$ cat src/fcp_consts.svh
`ifndef FCP_CONSTS_SVH
`define FCP_CONSTS_SVH
// Register map, index is address minus one
`define FCP_NUM_REGS      10
`define FCP_ADDR_FIRST    4'h1
`define FCP_ADDR_LAST     4'ha
`define FCP_IDX_LAST      4'h9
`define FCP_ADDR_AE_LO    4'h4
`define FCP_ADDR_AE_HI    4'h5
`define FCP_ADDR_AF_LO    4'h7
`define FCP_ADDR_AF_HI    4'h8
`define FCP_IDX_AE_LO     3
`define FCP_IDX_AE_HI     4
`define FCP_IDX_AF_LO     6
`define FCP_IDX_AF_HI     7
`define FCP_IDX_FAST      9
`define FCP_FAST_BIT      7
// Reset values and writable masks
`define FCP_RST_RSVD      8'h00
`define FCP_RST_OFF_LO    8'h7f
`define FCP_RST_OFF_HI    8'h00
`define FCP_RST_FAST      8'h80
`define FCP_MASK_RSVD     8'h00
`define FCP_MASK_FULL     8'hff
`define FCP_MASK_HI       8'h03
`define FCP_MASK_FAST     8'h80
// Timing
`define FCP_EFFECT_WCLKS  4'h8
`define FCP_FRAME_LAST    4'hb
`define FCP_OFF_MIN       8'h10
`define FCP_CLK_NS        5
`define FCP_HALF_NS       20
`define FCP_HALF_CYC      ((`FCP_HALF_NS + `FCP_CLK_NS - 1) / `FCP_CLK_NS)
// Controller registers, byte addresses
`define FCP_AV_CMD        4'h0
`define FCP_AV_STATUS     4'h4
`define FCP_CMD_ADDR_LSB  8
`define FCP_CMD_KIND_LSB  12
`define FCP_ST_BUSY       0
`define FCP_ST_PRS        1
`define FCP_ST_ERR        2
`define FCP_ST_RDATA_LSB  8
`endif

$ cat src/fcp_pkg.sv
package fcp_pkg;
  typedef logic [7:0] fcp_byte_type;
  typedef logic [3:0] fcp_addr_type;
  typedef logic [9:0] fcp_offset_type;
  typedef enum logic [2:0] {
    FCP_SER_WR, FCP_PAR_WR, FCP_PAR_RD, FCP_FIFO_WR,
    FCP_FIFO_RD, FCP_MRST, FCP_PRST, FCP_RELEASE
  } fcp_kind_type;
  typedef enum logic [1:0] {FCP_IDLE, FCP_SETUP, FCP_HIGH, FCP_LOW} fcp_state_type;
endpackage

$ cat src/fcp_pins_if.sv
`timescale 1ns/10ps
interface fcp_pins_if;
  logic       serial_program_select_n;
  logic       config_load_select_n;
  logic       write_enable_n;
  logic       read_enable_n;
  logic       write_clk;
  logic       read_clk;
  logic       serial_clk;
  logic       serial_in;
  logic [7:0] data_in;
  logic [7:0] data_out;
  logic       master_reset;
  logic       partial_reset;
  modport device (
    input  serial_program_select_n, config_load_select_n, write_enable_n,
    input  read_enable_n, write_clk, read_clk, serial_clk, serial_in, data_in,
    input  master_reset, partial_reset,
    output data_out
  );
  modport host (
    output serial_program_select_n, config_load_select_n, write_enable_n,
    output read_enable_n, write_clk, read_clk, serial_clk, serial_in, data_in,
    output master_reset, partial_reset,
    input  data_out
  );
endinterface

$ cat src/fcp_device.sv
// How it works
// RULE1: ten eight-bit registers hold flag offsets
// RULE2: select low means serial, high means parallel
// RULE3: serial bit taken on each serial clock rise
// RULE4: serial frame addresses any one register
// RULE5: parallel load low walks addresses one to ten
// RULE6: pointer wraps from tenth back to first
// RULE7: write clock rise stores input in next register
// RULE8: read clock rise shows next register on output
// RULE9: load high turns strobes into memory accesses
// RULE10: readback only on parallel output port
// RULE11: reprogramming allowed any time after master reset
// RULE12: host issues partial reset after changing registers; host only flags the need, pulsing partial reset on a PRST command
// RULE13: host never reads and writes together
// RULE14: new value applies eight write clocks later
// RULE15: empty offset split over addresses four, five
// RULE16: full offset split over addresses seven, eight
// RULE17: address ten bit seven fast clock, rest reserved
// RULE18: host keeps offsets within sixteen to 1023; the host only refuses serial writes of a low offset byte under sixteen
// RULE19: fast clock bit detected, host may override
// RULE20: serial frame is address then data, MSB first
// RULE21: pointers restart on load high or master reset
//
// The Avalon-MM slave port is this design's own decision.
`timescale 1ns/10ps
`include "fcp_consts.svh"
module fcp_device (
  input  wire logic               ref_clk,
  input  wire logic               rst_n,
  fcp_pins_if.device              pins,
  input  wire logic               fast_clk_detect_valid,
  input  wire logic               fast_clk_detected,
  output fcp_pkg::fcp_offset_type almost_empty_offset,
  output fcp_pkg::fcp_offset_type almost_full_offset,
  output logic                    faster_clock,
  output logic                    fifo_write,
  output fcp_pkg::fcp_byte_type   fifo_write_data,
  output logic                    fifo_read,
  output logic                    fifo_partial_reset
);
  import fcp_pkg::*;

  // Reset values and writable bits per entry
  localparam fcp_byte_type RST_VAL [0:9] = '{
    `FCP_RST_RSVD, `FCP_RST_RSVD, `FCP_RST_RSVD, `FCP_RST_OFF_LO, `FCP_RST_OFF_HI,
    `FCP_RST_RSVD, `FCP_RST_OFF_LO, `FCP_RST_OFF_HI, `FCP_RST_RSVD, `FCP_RST_FAST
  };
  localparam fcp_byte_type WR_MASK [0:9] = '{
    `FCP_MASK_RSVD, `FCP_MASK_RSVD, `FCP_MASK_RSVD, `FCP_MASK_FULL, `FCP_MASK_HI,
    `FCP_MASK_RSVD, `FCP_MASK_FULL, `FCP_MASK_HI, `FCP_MASK_RSVD, `FCP_MASK_FAST
  };
  localparam fcp_offset_type RST_OFF  = {RST_VAL[`FCP_IDX_AE_HI][1:0], RST_VAL[`FCP_IDX_AE_LO]};
  localparam logic           RST_FAST = RST_VAL[`FCP_IDX_FAST][`FCP_FAST_BIT];

  fcp_byte_type   cfg_r [0:9];
  logic           wclk_q_r;
  logic           rclk_q_r;
  logic           sclk_q_r;
  logic [11:0]    shift_r;
  logic [3:0]     bit_cnt_r;
  fcp_addr_type   wptr_r;
  fcp_addr_type   rptr_r;
  logic [3:0]     pend_r;
  fcp_byte_type   data_out_r;
  fcp_offset_type ae_eff_r;
  fcp_offset_type af_eff_r;
  logic           fast_eff_r;
  logic           fifo_write_r;
  fcp_byte_type   fifo_write_data_r;
  logic           fifo_read_r;
  logic           prs_r;
  logic           wclk_rise;
  logic           rclk_rise;
  logic           sclk_rise;
  logic           ser_mode;
  logic           par_mode;
  logic           par_wr;
  logic           par_rd;
  logic           ser_wr;
  fcp_addr_type   ser_addr;
  fcp_byte_type   ser_data;
  logic           ser_addr_ok;
  logic           wr_en;
  fcp_addr_type   wr_idx;
  fcp_byte_type   wr_data;
  logic           apply;

  function automatic fcp_addr_type next_ptr(input fcp_addr_type p);
    next_ptr = (p == `FCP_IDX_LAST) ? 4'h0 : p + 4'h1; // see RULE6
  endfunction

  // Pin clocks are synchronous inputs, edges found against last sample
  always_ff @(posedge ref_clk or negedge rst_n)
  begin
    if (!rst_n)
    begin
      wclk_q_r <= 1'b0;
      rclk_q_r <= 1'b0;
      sclk_q_r <= 1'b0;
    end
    else
    begin
      wclk_q_r <= pins.write_clk;
      rclk_q_r <= pins.read_clk;
      sclk_q_r <= pins.serial_clk;
    end
  end

  // Mode decode and access strobes
  assign wclk_rise = pins.write_clk & ~wclk_q_r;
  assign rclk_rise = pins.read_clk & ~rclk_q_r;
  assign sclk_rise = pins.serial_clk & ~sclk_q_r;
  assign ser_mode  = ~pins.serial_program_select_n;  // see RULE2
  assign par_mode  = pins.serial_program_select_n & ~pins.config_load_select_n;  // see RULE5
  assign par_wr    = par_mode & ~pins.write_enable_n & pins.read_enable_n & wclk_rise;  // see RULE7
  assign par_rd    = par_mode & pins.write_enable_n & ~pins.read_enable_n & rclk_rise;  // see RULE8

  // Twelfth bit closes a frame: four address bits, eight data bits
  assign ser_wr      = ser_mode & sclk_rise & (bit_cnt_r == `FCP_FRAME_LAST);  // see RULE20
  assign ser_addr    = shift_r[10:7];
  assign ser_data    = {shift_r[6:0], pins.serial_in};
  assign ser_addr_ok = (ser_addr >= `FCP_ADDR_FIRST) && (ser_addr <= `FCP_ADDR_LAST);  // see RULE4

  // One write port; serial and parallel cannot both be active
  assign wr_en   = par_wr | (ser_wr & ser_addr_ok);
  assign wr_idx  = par_wr ? wptr_r : ser_addr - `FCP_ADDR_FIRST;
  assign wr_data = par_wr ? pins.data_in : ser_data;

  // Serial shifter, restarted whenever the select goes high
  always_ff @(posedge ref_clk or negedge rst_n)
  begin
    if (!rst_n)
    begin
      shift_r   <= 12'h000;
      bit_cnt_r <= 4'h0;
    end
    else if (!ser_mode)
    begin
      bit_cnt_r <= 4'h0;
    end
    else if (sclk_rise)
    begin
      shift_r   <= {shift_r[10:0], pins.serial_in};  // see RULE3
      bit_cnt_r <= ser_wr ? 4'h0 : bit_cnt_r + 4'h1;
    end
  end

  // Parallel pointers; separate so a read walk does not disturb writes
  always_ff @(posedge ref_clk or negedge rst_n)
  begin
    if (!rst_n)
    begin
      wptr_r <= 4'h0;
      rptr_r <= 4'h0;
    end
    else if (pins.master_reset || !par_mode)
    begin
      wptr_r <= 4'h0;  // see RULE21
      rptr_r <= 4'h0;
    end
    else
    begin
      if (par_wr)
        wptr_r <= next_ptr(wptr_r);  // see RULE5
      if (par_rd)
        rptr_r <= next_ptr(rptr_r);
    end
  end

  // Register entries; reserved and unused bits never store
  for (genvar i = 0; i < `FCP_NUM_REGS; i++)
  begin : g_cfg
    always_ff @(posedge ref_clk or negedge rst_n)
    begin
      if (!rst_n)
        cfg_r[i] <= RST_VAL[i];  // see RULE1
      else if (pins.master_reset)
        cfg_r[i] <= RST_VAL[i];  // see RULE11
      else if (wr_en && (wr_idx == 4'(i)))
        cfg_r[i] <= wr_data & WR_MASK[i];  // see RULE15
      else if ((i == `FCP_IDX_FAST) && fast_clk_detect_valid)
        cfg_r[i] <= {fast_clk_detected, 7'h00};  // see RULE19
    end
  end

  // Parallel readback, the only way out of the registers
  always_ff @(posedge ref_clk or negedge rst_n)
  begin
    if (!rst_n)
      data_out_r <= 8'h00;
    else if (par_rd)
      data_out_r <= cfg_r[rptr_r];  // see RULE10
  end
  assign pins.data_out = data_out_r;

  // Settling counter in write clock edges; a write or a detection restarts it
  always_ff @(posedge ref_clk or negedge rst_n)
  begin
    if (!rst_n)
      pend_r <= 4'h0;
    else if (pins.master_reset)
      pend_r <= 4'h0;
    else if (wr_en || fast_clk_detect_valid)
      pend_r <= `FCP_EFFECT_WCLKS;  // see RULE14
    else if (wclk_rise && (pend_r != 4'h0))
      pend_r <= pend_r - 4'h1;
  end
  assign apply = wclk_rise & (pend_r == 4'h1) & ~wr_en;

  // Values in force for the flag logic
  always_ff @(posedge ref_clk or negedge rst_n)
  begin
    if (!rst_n)
    begin
      ae_eff_r   <= RST_OFF;
      af_eff_r   <= RST_OFF;
      fast_eff_r <= RST_FAST;
    end
    else if (pins.master_reset)
    begin
      ae_eff_r   <= RST_OFF;
      af_eff_r   <= RST_OFF;
      fast_eff_r <= RST_FAST;
    end
    else if (apply)
    begin
      ae_eff_r   <= {cfg_r[`FCP_IDX_AE_HI][1:0], cfg_r[`FCP_IDX_AE_LO]};  // see RULE15
      af_eff_r   <= {cfg_r[`FCP_IDX_AF_HI][1:0], cfg_r[`FCP_IDX_AF_LO]};  // see RULE16
      fast_eff_r <= cfg_r[`FCP_IDX_FAST][`FCP_FAST_BIT];  // see RULE17
    end
  end

  // Load high hands the strobes to the memory side
  always_ff @(posedge ref_clk or negedge rst_n)
  begin
    if (!rst_n)
    begin
      fifo_write_r      <= 1'b0;
      fifo_write_data_r <= 8'h00;
      fifo_read_r       <= 1'b0;
      prs_r             <= 1'b0;
    end
    else
    begin
      fifo_write_r <= pins.config_load_select_n & ~pins.write_enable_n & wclk_rise;  // see RULE9
      fifo_read_r  <= pins.config_load_select_n & ~pins.read_enable_n & rclk_rise;  // see RULE9
      prs_r        <= pins.partial_reset;
      if (pins.config_load_select_n && !pins.write_enable_n && wclk_rise)
        fifo_write_data_r <= pins.data_in;
    end
  end

  assign almost_empty_offset = ae_eff_r;
  assign almost_full_offset  = af_eff_r;
  assign faster_clock        = fast_eff_r;
  assign fifo_write          = fifo_write_r;
  assign fifo_write_data     = fifo_write_data_r;
  assign fifo_read           = fifo_read_r;
  assign fifo_partial_reset  = prs_r;
endmodule

$ cat src/flat_wrapper.sv
// flat-port wrapper written by rule: the top's interface ports become plain ports
module fcp_device_flat import fcp_pkg::*;
  (ref_clk, rst_n, fast_clk_detect_valid, fast_clk_detected, almost_empty_offset, almost_full_offset, faster_clock, fifo_write, fifo_write_data, fifo_read, fifo_partial_reset, pins_serial_program_select_n, pins_config_load_select_n, pins_write_enable_n, pins_read_enable_n, pins_write_clk, pins_read_clk, pins_serial_clk, pins_serial_in, pins_data_in, pins_master_reset, pins_partial_reset, pins_data_out);
  fcp_pins_if pins_i ();
  input  wire logic ref_clk;
  input  wire logic rst_n;
  input  wire logic fast_clk_detect_valid;
  input  wire logic fast_clk_detected;
  output fcp_pkg::fcp_offset_type almost_empty_offset;
  output fcp_pkg::fcp_offset_type almost_full_offset;
  output logic faster_clock;
  output logic fifo_write;
  output fcp_pkg::fcp_byte_type fifo_write_data;
  output logic fifo_read;
  output logic fifo_partial_reset;
  input wire logic [$bits(pins_i.serial_program_select_n)-1:0] pins_serial_program_select_n;
  input wire logic [$bits(pins_i.config_load_select_n)-1:0] pins_config_load_select_n;
  input wire logic [$bits(pins_i.write_enable_n)-1:0] pins_write_enable_n;
  input wire logic [$bits(pins_i.read_enable_n)-1:0] pins_read_enable_n;
  input wire logic [$bits(pins_i.write_clk)-1:0] pins_write_clk;
  input wire logic [$bits(pins_i.read_clk)-1:0] pins_read_clk;
  input wire logic [$bits(pins_i.serial_clk)-1:0] pins_serial_clk;
  input wire logic [$bits(pins_i.serial_in)-1:0] pins_serial_in;
  input wire logic [$bits(pins_i.data_in)-1:0] pins_data_in;
  input wire logic [$bits(pins_i.master_reset)-1:0] pins_master_reset;
  input wire logic [$bits(pins_i.partial_reset)-1:0] pins_partial_reset;
  output wire logic [$bits(pins_i.data_out)-1:0] pins_data_out;
  assign pins_i.serial_program_select_n = pins_serial_program_select_n;
  assign pins_i.config_load_select_n = pins_config_load_select_n;
  assign pins_i.write_enable_n = pins_write_enable_n;
  assign pins_i.read_enable_n = pins_read_enable_n;
  assign pins_i.write_clk = pins_write_clk;
  assign pins_i.read_clk = pins_read_clk;
  assign pins_i.serial_clk = pins_serial_clk;
  assign pins_i.serial_in = pins_serial_in;
  assign pins_i.data_in = pins_data_in;
  assign pins_i.master_reset = pins_master_reset;
  assign pins_i.partial_reset = pins_partial_reset;
  assign pins_data_out = pins_i.data_out;
  fcp_device u_core (.ref_clk(ref_clk), .rst_n(rst_n), .pins(pins_i), .fast_clk_detect_valid(fast_clk_detect_valid), .fast_clk_detected(fast_clk_detected), .almost_empty_offset(almost_empty_offset), .almost_full_offset(almost_full_offset), .faster_clock(faster_clock), .fifo_write(fifo_write), .fifo_write_data(fifo_write_data), .fifo_read(fifo_read), .fifo_partial_reset(fifo_partial_reset));
endmodule
$ cat config.mk
export PLATFORM = sky130hd
export DESIGN_NAME = fcp_device_flat
export DESIGN_NICKNAME = d
export VERILOG_FILES = /design/src/fcp_pkg.sv /design/src/fcp_pins_if.sv /design/src/fcp_device.sv /design/src/flat_wrapper.sv
export VERILOG_INCLUDE_DIRS = /design/src
export SDC_FILE = /design/constraint.sdc
export NUM_CORES = 1
export LEC_CHECK = 0
export BUFFER_PORTS_ARGS = -buffer_cell sky130_fd_sc_hd__buf_2
export CORE_UTILIZATION = 57
export CTS_CLUSTER_SIZE = 8
export DETAILED_ROUTE_END_ITERATION = 8
export PLACE_DENSITY = 0.79
export SLEW_MARGIN = 20
export SYNTH_ARGS = -nofsm -noshare
export SYNTH_HDL_FRONTEND = slang
export SYNTH_SLANG_ARGS = --single-unit
$ cat constraint.sdc
create_clock -name ref_clk -period 2.75 [get_ports ref_clk]
set_input_delay 0.1375 -clock ref_clk [delete_from_list [all_inputs] [get_ports ref_clk]]
set_output_delay 0.1375 -clock ref_clk [all_outputs]
set_load 0.01 [all_outputs]
==> impl_metrics.tcl <==
set metrics [dict create \
    yosysUniqueCellTypes 56 \
    switching_share_pct 28.0 \
    power_density_nw_per_um2 577 \
    overflow 0 \
    internal_power_mw 2.10 \
    initial_utilization_pct 60.2 \
    tns_ns 0 \
    fp.dieW_um 90.4 \
    grt_pass1_vias 3265 \
    finalHoldViolations 0 \
    yosys.area_share.simple_pct 16.3 \
    cts_resized 0 \
    antenna_left 0 \
    io_buffers 61 \
    worst_pin_slew_ns 0.802 \
    synth-async-reset-ratio_pct 100 \
    yosysWarnings 0 \
    tritoncts "yes" \
    slew_violations 0 \
    h-tree-depth 3 \
    clkPwrFrac_pct 30.6 \
    netSwitchingPower_mw 0.819 \
    fmax_mhz 419 \
    final_cell_mix "61 x dfrtp_1, 60 x buf_2, 49 x nor2_1, 30 x dfstp_2" \
    cp-endpoint "u_core.almost_empty_offset[7]" \
    p_leak_nw 2.18 \
    peakVddDrop_v 0.000601 \
    routabilityCongestion 0.842 \
    core_um2 7410 \
    avgSynthCellArea_um2 10.9 \
    cts_buffers 9 \
    root_buffer "clkbuf_8" \
    crit_arrival_ns 2.59 \
    power_frac_seq_pct 52.0 \
    ys.flop_type "dfrtp_1" \
    vias 3260 \
    drt_first_pass_iters 4 \
    end_kind "flip-flop" \
    grt_pass1_wl_um 15700 \
    rows 31 \
    via_per_inst 5.67 \
    slew_headroom_pct 46.6 \
    layout_min_cycle_time_ns 2.39 \
    clockBufferDepth 2 \
    die_area_um2 8180 \
    drt-initial-drc-count 190 \
    synth_area_um2 4460 \
    antenna_found_initial 0 \
    yosysTopAreaCell "dfrtp_1" \
    period_share_pct 86.7 \
    syn2layout_area_growth_pct 13.5 \
    seq_area_frac_synth_pct 51.9 \
    hold_class "input pin to flip-flop" \
    reg2reg_to "u_core.almost_empty_offset[7]" \
    start_kind "flip-flop" \
    synth_top_cell_area_share_pct 34.2 \
    io_pins 62 \
    worst_r2r_path_depth 8 \
    fillers 572 \
    critical_path.startpoint "u_core.shift_r[7]" \
    die_y_um 90.4 \
    rsz0062_at_grt "false" \
    grt.total_usage_pct 24.1 \
    wl_per_cell_um 16.0 \
    netlist_top_cells_area "dfrtp_1 34%, dfstp_2 18%, mux2i_1 6.5%, mux2_2 6.3%, nor2_1 4.1%" \
    p_total_mw 2.92 \
    synth_seq_cells 91 \
    synthAdderAreaFrac_pct 3.09 \
    synth-edff-count 0 \
    worstSetupPathType "flip-flop to flip-flop" \
    postRouteWirelength_um 9190 \
    clk_pin_slew_ns 0.09 \
    synthMuxAreaShare_pct 13.2 \
    n_antenna_cell 0 \
    critPathMaxFanout 36 \
    synth_top_family_by_area "simple AND/OR/NAND/NOR gates" \
    drive_gt1_share_pct 30.9 \
    cts_sinks 91 \
    clk_latency_ns 0.36 \
    grt_max_degree 92 \
    syn_nets 443 \
    dpl.hpwl_um 6390 \
    hp-start "pins_data_in[6]" \
    drc 0 \
    cap_violations 0 \
    layout_commonest_cell "dfrtp_1" \
    fin_nets 504 \
    setup_viol 0 \
    r2r_start "u_core.shift_r[7]" \
    skew_ns 0.0148 \
    crit_required_ns 2.96 \
    status "finished, final reports clean" \
    combPwrFrac_pct 17.5 \
    synth_xor_area_share_pct 0.786 \
    synth_compound_area_share_pct 10.6 \
    synth_cells 410 \
    r2r_slack_ns 0.36 \
]
## worst min-delay path by stage
stage                                                to  slack [ns]  depth (start not counted)
after global placement        u_core.fifo_partial_reset        0.25                          1
after detailed placement      u_core.fifo_partial_reset        0.25                          1
after floorplan           u_core.almost_empty_offset[7]       -0.16                          0
final                         u_core.fifo_write_data[6]        0.02                          2
after global routing          u_core.fifo_write_data[6]        0.02                          2
after CTS                     u_core.fifo_write_data[6]        0.01                          2
## cells by family after synthesis
group,count (synthesis)
AOI/OAI and AO/OA,72
and+or+nand+nor,141
adders and majority gates,11
muxes,55
xor gates and xnor gates,4
buffers and inverters,36
DFF,91
## synth_stat cells (5+ instances only)
cell type and count:
dfrtp_1 61, nor2_1 49, dfstp_2 30, a21oi_1 29, mux2i_1 29, mux2_2 25, nor3_1 24, nand2_1 20
inv_1 14, clkbuf_1 13, nor2b_1 12, ha_1 11, o21ai_0 11, and2_1 7, a22oi_1 6, nand2b_1 5
o31ai_1 5
## registers in the layout (all words and copies together) (netlist names)
register                    count
u_core.rptr_r                   4
u_core.pins.data_out            8
u_core.sclk_q_r                 1
u_core.fifo_write_data          8
u_core.fifo_read                1
u_core.rclk_q_r                 1
u_core.wptr_r                   4
u_core.wclk_q_r                 1
u_core.faster_clock             1
u_core.fifo_partial_reset       1
u_core.bit_cnt_r                4
u_core.almost_full_offset      10
u_core.almost_empty_offset     10
u_core.cfg_r                   21
u_core.shift_r                 11
u_core.pend_r                   4
u_core.fifo_write               1
## worst max-delay path, stage by stage (launching register included)
cell and delay [ns]:
dfrtp_1 0.46, inv_1 0.16, ha_1 0.20, nor3b_1 0.21
o22ai_1 0.19, a2111oi_4 0.32, buf_4 0.41, mux2i_1 0.23
nor2_1 0.06
## per-layer routing
| layer | GRT usage, % | part of all wire [%] | vias up |
|---|---|---|---|
| met3 | 4.21 | 4.8 | 11 |
| met1 | 33.2 | 47 | 1603 |
| met2 | 38.8 | 47 | 85 |
| li1 | - | - | 1561 |
| met4 | 7.66 | 1.2 | 0 |
| met5 | 0 | 0 | - |
## cell type report
class	count	area (µm²)	share of cell area [%]
timing repair buffer	72	407	8.03
inverter	14	52.6	1.04
clock buffer	11	131	2.60
tap	99	124	2.45
clock inverter	5	61.3	1.21
sequential	91	2310	45.7
multi-input combinational	283	1970	38.9
## power groups by stage
stage	Clock [mW]	Sequential (mW)	Combinational [mW]
2_1_floorplan	0	1.54	0.331
5_1_grt	0.967	1.53	0.563
3_5_place_dp	0	1.54	0.503
3_3_place_gp	0	1.53	0.485
4_1_cts	0.913	1.52	0.512
6_report	0.893	1.52	0.510
## per-stage QoR
| step | hold slack [ns] | instances | util [%] | instance area [µm²] | worst slack [ns] |
|---|---|---|---|---|---|
| after floorplan | -0.158 | 410 | - | 4460 | 0.611 |
| after global placement | 0.245 | 554 | 65.0 | 4810 | 0.514 |
| after detailed placement | 0.247 | 554 | 65.0 | 4810 | 0.409 |
| after CTS | 0.0140 | 574 | 68.1 | 5050 | 0.387 |
| after global routing | 0.0155 | 575 | 68.3 | 5060 | 0.196 |
| final | 0.0208 | 575 | 68.3 | 5060 | 0.365 |
## repair_timing
action,in CTS,in global routing
endpoints found under the hold margin,4,61
setup buffers,0,0
hold buffers,4,1
Note: power is estimated with default switching activity, not from simulation.
